**src/design/ptsl_defs.svh**
```systemverilog
// Constants for the port pin and touch select logic
`ifndef PTSL_DEFS_SVH
`define PTSL_DEFS_SVH

// ----------------------------------------------------------------
// Register addresses
// ----------------------------------------------------------------
`define PTSL_ADDR_W         20
`define PTSL_TS_LOW_ADDR    20'hf030a
`define PTSL_TS_HIGH_ADDR   20'hf030b
`define PTSL_CAP_CFG_ADDR   20'hf030d
`define PTSL_LATCH_ADDR     20'hfff00
`define PTSL_MODE_ADDR      20'hfff20
`define PTSL_ANALOG_ADDR    20'hf0060
`define PTSL_OD_ADDR        20'hf0050

// ----------------------------------------------------------------
// Reset values and field layout
// ----------------------------------------------------------------
`define PTSL_TS_RESET       15'h0000
`define PTSL_CAP_RESET      8'h00
`define PTSL_LATCH_RESET    8'h00
`define PTSL_MODE_RESET     8'hff
`define PTSL_ANALOG_RESET   8'h00
`define PTSL_OD_RESET       8'h00
`define PTSL_CAP_MASK       8'h01
`define PTSL_CAP_GATE_BIT   0
`define PTSL_CAP_GATE_OPEN  1'b1
`define PTSL_TS_LOW_W       8
`define PTSL_TS_W           15
`define PTSL_TOUCH_NONE     4'hf
`define PTSL_TS_MASK_FULL   15'h7fff
`define PTSL_TS_MASK_10PIN  15'h0019

`endif

```
**src/design/ptsl_pkg.sv**
```systemverilog
// Types shared by the port pin and touch select logic
package ptsl_pkg;

   // CPU memory bus request; bit_op marks a one-bit manipulation
   typedef struct packed {
      logic [19:0] addr;
      logic        wr;
      logic        rd;
      logic        bit_op;
      logic [2:0]  bit_sel;
      logic        bit_val;
      logic [7:0]  wdata;
   } ptsl_bus_req_t;

   // Output drive toward one pin pad
   typedef struct packed {
      logic val;
      logic oe_n;
      logic din_en;
   } ptsl_pin_drv_t;

endpackage : ptsl_pkg

```
**src/design/ptsl_port_block.sv**
```systemverilog
// Port latch, read path, pin output and touch select logic of one port
`timescale 1ns/1ps
`default_nettype none
`include "ptsl_defs.svh"
module ptsl_port_block
   import ptsl_pkg::*;
#(
   parameter int                  PORT_W     = 8,
   // Implemented touch select bits; 15'h0019 for the smallest variant
   parameter logic [14:0]         TOUCH_MASK = `PTSL_TS_MASK_FULL,
   // Touch select index for each pin, 4'hf where the pin has none
   parameter logic [PORT_W*4-1:0] TOUCH_IDX  = {PORT_W{4'hf}},
   parameter logic [PORT_W-1:0]   HAS_SERIAL = {PORT_W{1'b1}},
   parameter logic [PORT_W-1:0]   HAS_OTHER  = {PORT_W{1'b1}},
   parameter logic [PORT_W-1:0]   HAS_POM    = {PORT_W{1'b1}},
   // Pin that doubles as the touch capacitor pin
   parameter int                  CAP_PIN    = 2
) (
   input  wire logic                core_clk,
   input  wire logic                reset_n,
   input  wire ptsl_bus_req_t       bus_req,
   output logic [7:0]               bus_rdata,
   input  wire logic [PORT_W-1:0]   pin_in,
   output logic [PORT_W-1:0]        pin_out,
   output logic [PORT_W-1:0]        pin_oe_n,
   output logic [PORT_W-1:0]        pin_din_en,
   input  wire logic [PORT_W-1:0]   serial_out,
   input  wire logic [PORT_W-1:0]   other_out,
   output logic [14:0]              touch_route,
   output logic                     cap_pin_input_gate
);

   // ----------------------------------------------------------------
   // Register state
   // ----------------------------------------------------------------
   logic [7:0]        latch_reg;
   logic [7:0]        mode_reg;
   logic [7:0]        analog_reg;
   logic [7:0]        od_reg;
   logic [14:0]       touch_select_reg;
   logic [7:0]        cap_pin_config_reg;
   logic [7:0]        rdata_next;
   logic [7:0]        pin_sample_reg;
   logic [7:0]        port_view;
   logic [7:0]        latch_next;
   logic [14:0]       touch_next;
   logic [7:0]        cap_next;
   logic [PORT_W-1:0] pin_touch;
   logic              touch_active;
   ptsl_pin_drv_t     drv [PORT_W];

   // ----------------------------------------------------------------
   // Helpers
   // ----------------------------------------------------------------

   // Apply a byte write or a single bit manipulation to an old value
   function automatic logic [7:0] ptsl_merge(input logic [7:0] old_val,
                                             input ptsl_bus_req_t req);
      logic [7:0] res;
      res = old_val;
      if (req.bit_op) begin
         res[req.bit_sel] = req.bit_val;
      end else begin
         res = req.wdata;
      end
      return res;
   endfunction : ptsl_merge

   // Address match for a write to one register
   // Kept as a function so every write decoder compares the full address
   function automatic logic ptsl_hit(input ptsl_bus_req_t req,
                                     input logic [19:0] addr);
      return req.addr == addr;
   endfunction : ptsl_hit

   // Look up the touch select bit that owns one pin
   // An index of all ones marks a pin with no touch function
   function automatic logic ptsl_touch_of(input logic [14:0] sel,
                                          input logic [3:0] idx);
      logic res;
      res = 1'b0;
      if (idx != `PTSL_TOUCH_NONE) begin
         res = sel[idx];
      end
      return res;
   endfunction : ptsl_touch_of

   // ----------------------------------------------------------------
   // Pin sampling and port view
   // ----------------------------------------------------------------

   // Pins are taken as synchronous; one stage gives a stable read value
   // Limitation: a pin change reaches a read two cycles later
   always_ff @(posedge core_clk or negedge reset_n) begin
      if (!reset_n) begin
         pin_sample_reg <= 8'h00;
      end else begin
         pin_sample_reg <= 8'(pin_in);
      end
   end

   // Per bit: input mode shows the pin, output mode shows the latch.
   // Analog pins in input mode have the digital input buffer off and read low.
   // Bit positions beyond the port width read as zero.
   always_comb begin
      for (int i = 0; i < 8; i++) begin
         if (i >= PORT_W) begin
            port_view[i] = 1'b0;
         end else if (mode_reg[i]) begin
            port_view[i] = pin_sample_reg[i] & ~analog_reg[i];
         end else begin
            port_view[i] = latch_reg[i];
         end
      end
   end

   // ----------------------------------------------------------------
   // Output latch
   // ----------------------------------------------------------------

   // A byte write stores the data whatever the mode. A bit manipulation
   // is a read-modify-write whose operand is the port view, so in input
   // mode the pin level of the other bits lands in the latch.
   // Load the latch before turning a pin to output to avoid a glitch.
   always_comb begin
      latch_next = latch_reg;
      if (bus_req.wr && ptsl_hit(bus_req, `PTSL_LATCH_ADDR)) begin
         latch_next = ptsl_merge(port_view, bus_req);
      end
   end

   // Latch only changes on a write; reads leave it alone
   always_ff @(posedge core_clk or negedge reset_n) begin
      if (!reset_n) begin
         latch_reg <= `PTSL_LATCH_RESET;
      end else begin
         latch_reg <= latch_next;
      end
   end

   // ----------------------------------------------------------------
   // Port mode, analog select and open-drain registers
   // ----------------------------------------------------------------

   // Mode register: 1 selects input, so pins start with buffers off
   // and no pad is driven until software has set up its latch
   always_ff @(posedge core_clk or negedge reset_n) begin
      if (!reset_n) begin
         mode_reg <= `PTSL_MODE_RESET;
      end else if (bus_req.wr && ptsl_hit(bus_req, `PTSL_MODE_ADDR)) begin
         mode_reg <= ptsl_merge(mode_reg, bus_req);
      end
   end

   // Analog select: 1 gives the pin to the analog input
   always_ff @(posedge core_clk or negedge reset_n) begin
      if (!reset_n) begin
         analog_reg <= `PTSL_ANALOG_RESET;
      end else if (bus_req.wr && ptsl_hit(bus_req, `PTSL_ANALOG_ADDR)) begin
         analog_reg <= ptsl_merge(analog_reg, bus_req);
      end
   end

   // Open-drain select; bits for pins without one are never stored
   always_ff @(posedge core_clk or negedge reset_n) begin
      if (!reset_n) begin
         od_reg <= `PTSL_OD_RESET;
      end else if (bus_req.wr && ptsl_hit(bus_req, `PTSL_OD_ADDR)) begin
         od_reg <= ptsl_merge(od_reg, bus_req) & 8'(HAS_POM);
      end
   end

   // ----------------------------------------------------------------
   // Touch select registers
   // ----------------------------------------------------------------

   // Both halves take bit or byte writes; unbuilt bits stay zero
   // The high half has no bit 7, so a write to it is dropped
   always_comb begin
      touch_next = touch_select_reg;
      if (bus_req.wr && ptsl_hit(bus_req, `PTSL_TS_LOW_ADDR)) begin
         touch_next[7:0] = ptsl_merge(touch_select_reg[7:0], bus_req);
      end
      if (bus_req.wr && ptsl_hit(bus_req, `PTSL_TS_HIGH_ADDR)) begin
         touch_next[14:8] = 7'(ptsl_merge({1'b0, touch_select_reg[14:8]},
                                          bus_req));
      end
      touch_next = touch_next & TOUCH_MASK;
   end

   // Reset leaves every pin on its ordinary function
   always_ff @(posedge core_clk or negedge reset_n) begin
      if (!reset_n) begin
         touch_select_reg <= `PTSL_TS_RESET;
      end else begin
         touch_select_reg <= touch_next;
      end
   end

   // ----------------------------------------------------------------
   // Capacitor pin configuration
   // ----------------------------------------------------------------

   // Byte writes only: a bit manipulation here is dropped, since the
   // register has no single-bit access path
   // Upper bits are kept zero so a read shows only the gate bit
   always_comb begin
      cap_next = cap_pin_config_reg;
      if (bus_req.wr && !bus_req.bit_op &&
          ptsl_hit(bus_req, `PTSL_CAP_CFG_ADDR)) begin
         cap_next = bus_req.wdata & `PTSL_CAP_MASK;
      end
   end

   // Cleared at reset; with touch idle the capacitor input still starts open
   always_ff @(posedge core_clk or negedge reset_n) begin
      if (!reset_n) begin
         cap_pin_config_reg <= `PTSL_CAP_RESET;
      end else begin
         cap_pin_config_reg <= cap_next;
      end
   end

   // ----------------------------------------------------------------
   // Touch routing and capacitor gate outputs
   // ----------------------------------------------------------------

   // Any stored select bit hands the capacitor pin to touch sensing;
   // unbuilt bits are masked on write, so they never count here
   assign touch_active = |touch_select_reg;

   // Each set bit hands its pin to the touch-sense function
   // Taken from the next value so the route and the stored select bits
   // change on the same edge and software never sees them differ
   always_ff @(posedge core_clk or negedge reset_n) begin
      if (!reset_n) begin
         touch_route <= `PTSL_TS_RESET;
      end else begin
         touch_route <= touch_next;
      end
   end

   // Config only matters while touch is in use; otherwise the
   // capacitor pin input keeps its ordinary path open
   // Next values keep the gate in step with the writing edge
   always_ff @(posedge core_clk or negedge reset_n) begin
      if (!reset_n) begin
         cap_pin_input_gate <= `PTSL_CAP_GATE_OPEN;
      end else if (|touch_next) begin
         cap_pin_input_gate <= cap_next[`PTSL_CAP_GATE_BIT];
      end else begin
         cap_pin_input_gate <= `PTSL_CAP_GATE_OPEN;
      end
   end

   // ----------------------------------------------------------------
   // Pin output combining
   // ----------------------------------------------------------------

   // Touch ownership per pin, taken from the index table
   always_comb begin
      for (int i = 0; i < PORT_W; i++) begin
         pin_touch[i] = ptsl_touch_of(touch_select_reg, TOUCH_IDX[i*4 +: 4]);
      end
   end

   // One combining path per pin; the capacitor pin input is also shut
   // while touch is active and the gate bit is clear
   // Absent serial, other or open-drain sources are tied inside each path
   generate
      for (genvar g = 0; g < PORT_W; g++) begin : g_pin
         ptsl_pin_drive #(
            .HAS_SERIAL (HAS_SERIAL[g]),
            .HAS_OTHER  (HAS_OTHER[g]),
            .HAS_POM    (HAS_POM[g])
         ) u_drive (
            .latch_bit             (latch_reg[g]),
            .serial_out            (serial_out[g]),
            .other_out             (other_out[g]),
            .open_drain_select_bit (od_reg[g]),
            .is_input              (mode_reg[g]),
            .is_analog             (analog_reg[g]),
            .is_touch              (pin_touch[g]),
            .drv                   (drv[g])
         );
      end
   endgenerate

   // Registered pad drive so every output leaves a flip-flop; this adds
   // one cycle of latency from a latch write to the pin
   // The capacitor pin input follows the gate bit only while touch is on
   always_ff @(posedge core_clk or negedge reset_n) begin
      if (!reset_n) begin
         pin_out    <= '0;
         pin_oe_n   <= '1;
         pin_din_en <= '0;
      end else begin
         for (int i = 0; i < PORT_W; i++) begin
            pin_out[i]  <= drv[i].val;
            pin_oe_n[i] <= drv[i].oe_n;
            if (i == CAP_PIN && touch_active) begin
               pin_din_en[i] <= cap_pin_config_reg[`PTSL_CAP_GATE_BIT];
            end else begin
               pin_din_en[i] <= drv[i].din_en;
            end
         end
      end
   end

   // ----------------------------------------------------------------
   // Read path
   // ----------------------------------------------------------------

   // Read data mux; unmapped addresses return zero
   // A read and a write to one register in one cycle return the old value
   always_comb begin
      rdata_next = 8'h00;
      if (bus_req.rd) begin
         case (bus_req.addr)
            `PTSL_LATCH_ADDR:   rdata_next = port_view;
            `PTSL_MODE_ADDR:    rdata_next = mode_reg;
            `PTSL_ANALOG_ADDR:  rdata_next = analog_reg;
            `PTSL_OD_ADDR:      rdata_next = od_reg;
            `PTSL_TS_LOW_ADDR:  rdata_next = touch_select_reg[7:0];
            `PTSL_TS_HIGH_ADDR: rdata_next = {1'b0, touch_select_reg[14:8]};
            `PTSL_CAP_CFG_ADDR: rdata_next = cap_pin_config_reg;
            default:            rdata_next = 8'h00;
         endcase
      end
   end

   // Read data returns one cycle after the request and holds
   // Holding between reads lets a slow consumer still pick the value up
   always_ff @(posedge core_clk or negedge reset_n) begin
      if (!reset_n) begin
         bus_rdata <= 8'h00;
      end else if (bus_req.rd) begin
         bus_rdata <= rdata_next;
      end
   end

endmodule : ptsl_port_block
`default_nettype wire

```
**src/design/ptsl_pin_drive.sv**
```systemverilog
// Output combining path of one digital pin
`timescale 1ns/1ps
`default_nettype none
module ptsl_pin_drive
   import ptsl_pkg::*;
#(
   parameter bit HAS_SERIAL = 1'b1,
   parameter bit HAS_OTHER  = 1'b1,
   parameter bit HAS_POM    = 1'b1
) (
   input  wire logic    latch_bit,
   input  wire logic    serial_out,
   input  wire logic    other_out,
   input  wire logic    open_drain_select_bit,
   input  wire logic    is_input,
   input  wire logic    is_analog,
   input  wire logic    is_touch,
   output ptsl_pin_drv_t drv
);

   logic serial_term;
   logic other_term;
   logic od_term;
   logic level;

   // Absent sources are tied so they cannot disturb the others
   assign serial_term = HAS_SERIAL ? serial_out : 1'b1;
   assign other_term  = HAS_OTHER  ? other_out  : 1'b0;
   assign od_term     = HAS_POM    ? open_drain_select_bit : 1'b0;

   // Latch AND serial, then OR with the other alternate outputs
   assign level = (latch_bit & serial_term) | other_term;

   // Buffer off in input, analog or touch use; open drain only pulls low
   always_comb begin
      drv.val    = level;
      drv.oe_n   = is_input | is_analog | is_touch | (od_term & level);
      drv.din_en = ~is_analog & ~is_touch;
   end

endmodule : ptsl_pin_drive
`default_nettype wire

```
**config.mk**
```make
export PLATFORM = sky130hd
export DESIGN_NAME = ptsl_port_block
export DESIGN_NICKNAME = d
export VERILOG_FILES = /design/src/design/ptsl_pkg.sv /design/src/design/ptsl_port_block.sv /design/src/design/ptsl_pin_drive.sv
export VERILOG_INCLUDE_DIRS = /design/src /design/src/design
export SDC_FILE = /design/constraint.sdc
export NUM_CORES = 1
export LEC_CHECK = 0
export BUFFER_PORTS_ARGS = -buffer_cell sky130_fd_sc_hd__buf_2
export CAP_MARGIN = 20
export CORE_ASPECT_RATIO = 0.9
export CORE_MARGIN = 2
export CORE_UTILIZATION = 25
export DETAILED_ROUTE_END_ITERATION = 10
export GPL_TIMING_DRIVEN = 0
export PLACE_DENSITY_LB_ADDON = 0.25
export SYNTH_ARGS = -nofsm -noshare
export SYNTH_HDL_FRONTEND = slang
export SYNTH_SLANG_ARGS = --single-unit
```
**constraint.sdc**
```tcl
create_clock -name core_clk -period 1.6 [get_ports core_clk]
set_input_delay 0.08 -clock core_clk [delete_from_list [all_inputs] [get_ports core_clk]]
set_output_delay 0.08 -clock core_clk [all_outputs]
set_load 0.02 [all_outputs]
```
==> flow_summary.ini <==
[power]
seqPwrFrac = 0.460
p_leak_nw = 2.84
p_sw_mw = 1.23
powerDensity_nw_per_um2 = 775
power_mw = 4.95
power_frac_clock = 0.449
ir_worst_vdd_mv = 0.514
intPower_mw = 3.73
switching_share = 0.248
p_comb_frac = 0.091

[synth]
synth.top_cell.area_share = 0.424
synth_xor_xnor_area_share = 0
async_flop_share = 1.00
synthSimpleGateAreaFrac = 0.165
synth_top_cells_by_area = dfrtp_1 42%, dfstp_2 11%, o21ai_0 6.9%, o31ai_1 5.6%, nor2b_1 3.1%
synth_compound_area_frac = 0.257
synth_top_family_by_area = compound AO/OA/AOI/OAI gates
synth_nets = 475
synth.avg_cell_area_um2 = 10.3
synth-seq-area-share = 0.529
synth_area_um2 = 4250
yosysTopAreaCell = dfrtp_1
synthAdderAreaFrac = 0
synth_cells = 414
synth_edf_count = 0
ys_seq_elements = 89
ys_types = 57
synth_mux_area_frac = 0.0176
synthFlopType = dfrtp_1
yosysWarnings = 0

[place]
dp_worst_setup_slack_ps = -1150
port_buffers = 105
dp.final_hpwl_mm = 10.7
placed_area_um2 = 5170
gp_congestion = 0.958

[setup_path]
arrival_ps = 2100
r2r_slack_ps = -240
reg2reg_from = mode_reg[1]
cp-startpoint = bus_req[17]
start_kind = input pin
critical_path_class = in2reg
crit_required_ps = 1810
r2r-end = bus_rdata[1]
critical_path.max_fanout = 5
endpoint_kind = flop
endpoint = od_reg[3]
r2r_cells = 7

[clocking]
path_clk_slew_ps = 70
cts_max_level = 3
cts_tree = built
clock-sinks = 89
cts_max_path_buffers = 2
cts_made_buffers = 9
root_buffer = clkbuf_16
clk_latency_ps = 350

[drt]
avgRoutedWirePerCell_um = 18.7
drtIter0Drc = 258
ant_nets = 0
drc = 0
totalWireLength_mm = 14.9
vias = 4087
via_per_inst = 5.13
drt_first_pass_iters = 4

[cells_and_area]
fillers = 1680
largest_reg_flops = 15
design_area_um2 = 6400
largest_register = touch_route
drive_above_1_share = 0.421
final_nets = 641
n_antenna_cell = 0
area_growth_syn_to_layout_pct = 50.4

[sta]
relSlewSlack = 0.437
fin_crit_ps = 1900
hold_viol = 0
max_freq_mhz = 527
whs_ps = 72.2
rsz0062_at_grt = yes
final-setup-viol-count = 28
worst_pin_slew_ps = 837
maxSlewViolCount = 0
fin_skew_ps = 9.68
fin_crit_sh = 1.19
fin_tns_setup_ps = -6780
fin_ws_ps = -297

[global_routing]
grt_antenna_before_repair = 0
grt_pass1_vias = 4066
track_usage = 0.168
grt_first_pass_wirelength_mm = 22.9
grt_overflow = 0
grt_start_max_net_pins = 58

[die]
pin_count = 109
fp.coreArea_um2 = 16800
die_x_um = 142
fp-row-count = 45
start_util = 0.254
fp.dieArea_um2 = 18100
die_y_um = 128

[run_status]
failed_checks = setup timing
status = finished, violations left

[job]
cap_violations = 0

[worst_hold_path]
min_path_type = in2reg
[layout make-up]
class / instances / area, µm² / area share
inverters: 20 / 75.1 / 0.0117
repair buffers: 157 / 1150 / 0.181
flip-flops and latches: 89 / 2250 / 0.352
plain buffers: 13 / 110 / 0.0172
well taps: 211 / 264 / 0.0413
clock buffers: 10 / 239 / 0.0374
clock inverters: 6 / 72.6 / 0.0113
multi-input cells: 290 / 2230 / 0.349
[power groups by stage]
| stage | clock, mW | sequential [mW] | combinational (mW) |
|---|---|---|---|
| 6_report | 2.22 | 2.28 | 0.453 |
| 5_1_grt | 2.39 | 2.28 | 0.498 |
| 4_1_cts | 2.29 | 2.28 | 0.437 |
| 3_5_place_dp | 0 | 2.32 | 0.364 |
| 3_3_place_gp | 0 | 2.32 | 0.349 |
| 2_1_floorplan | 0 | 2.33 | 0.141 |
[per-layer routing]
layer	wire length (µm)	track usage
met5	0	0
met2	6610	0.251
met3	1180	0.0545
met4	271	0.0488
met1	6810	0.231
[worst min-delay path by stage]
stage / cells after the start / to / startpoint
6_report: 3 / pin_oe_n[1] / serial_out[1]
3_3_place_gp: 1 / pin_sample_reg[6] / pin_in[6]
2_1_floorplan: 0 / analog_reg[0] / reset_n
5_1_grt: 3 / pin_oe_n[1] / serial_out[1]
4_1_cts: 3 / pin_oe_n[1] / serial_out[1]
3_5_place_dp: 1 / pin_sample_reg[5] / reset_n
[placed cells by master, fill, tap and decap left out, types with 11 or more instances in the layout]
cell type,n
buf_2,101
buf_4,15
clkbuf_16,11
dfrtp_1,72
dfstp_2,17
dlygate4sd3_1,26
inv_1,19
nand2_1,22
nor2b_1,20
o21ai_0,30
o21ai_1,20
o31ai_1,26
[per-stage QoR]
step	util	instances
2_1_floorplan	-	414
3_3_place_gp	0.306	730
3_5_place_dp	0.308	731
4_1_cts	0.364	788
5_1_grt	0.381	796
6_report	0.381	796
[synthesized netlist by cell type, types with 3 or more instances]
master and n:
nor3_1 4, a221oi_1 4, nand2_1 33, a31oi_1 11, mux2i_1 3, and2_1 3, dfrtp_1 72, nand3_1 5
dfstp_2 17, a21oi_1 6, o21ai_0 59, nor4_1 7, and3_1 4, nand2b_1 9, mux2_2 4, o31ai_1 32
a21boi_0 4, a21o_1 8, clkbuf_1 13, o211ai_1 3, nor2b_1 21, o21a_1 4, inv_1 19, a211o_1 9
o22ai_1 6, nand4_1 5, nor2_1 12
[logic make-up after synthesis]
logic type,after synthesis
AOI/OAI and AO/OA,162
and+or+nand+nor,121
DFF,89
buffers and inverters,35
muxes,7
[repair_timing]
action	in CTS	in global routing
endpoints found under the setup margin	47	38
gates cloned	1	1
hold endpoints to repair	41	0
pin swaps	19	15
hold buffers	26	0
resized for setup	42	55
buffers inserted	15	8
[worst max-delay path, stage by stage]
cell,delay (ps)
buf_6,90
or4_4,540
or4b_4,530
buf_4,170
nor3_4,200
nand2_4,120
buf_12,170
o21ai_2,110
o31ai_1,90
Power figures use the tool's default switching activity.
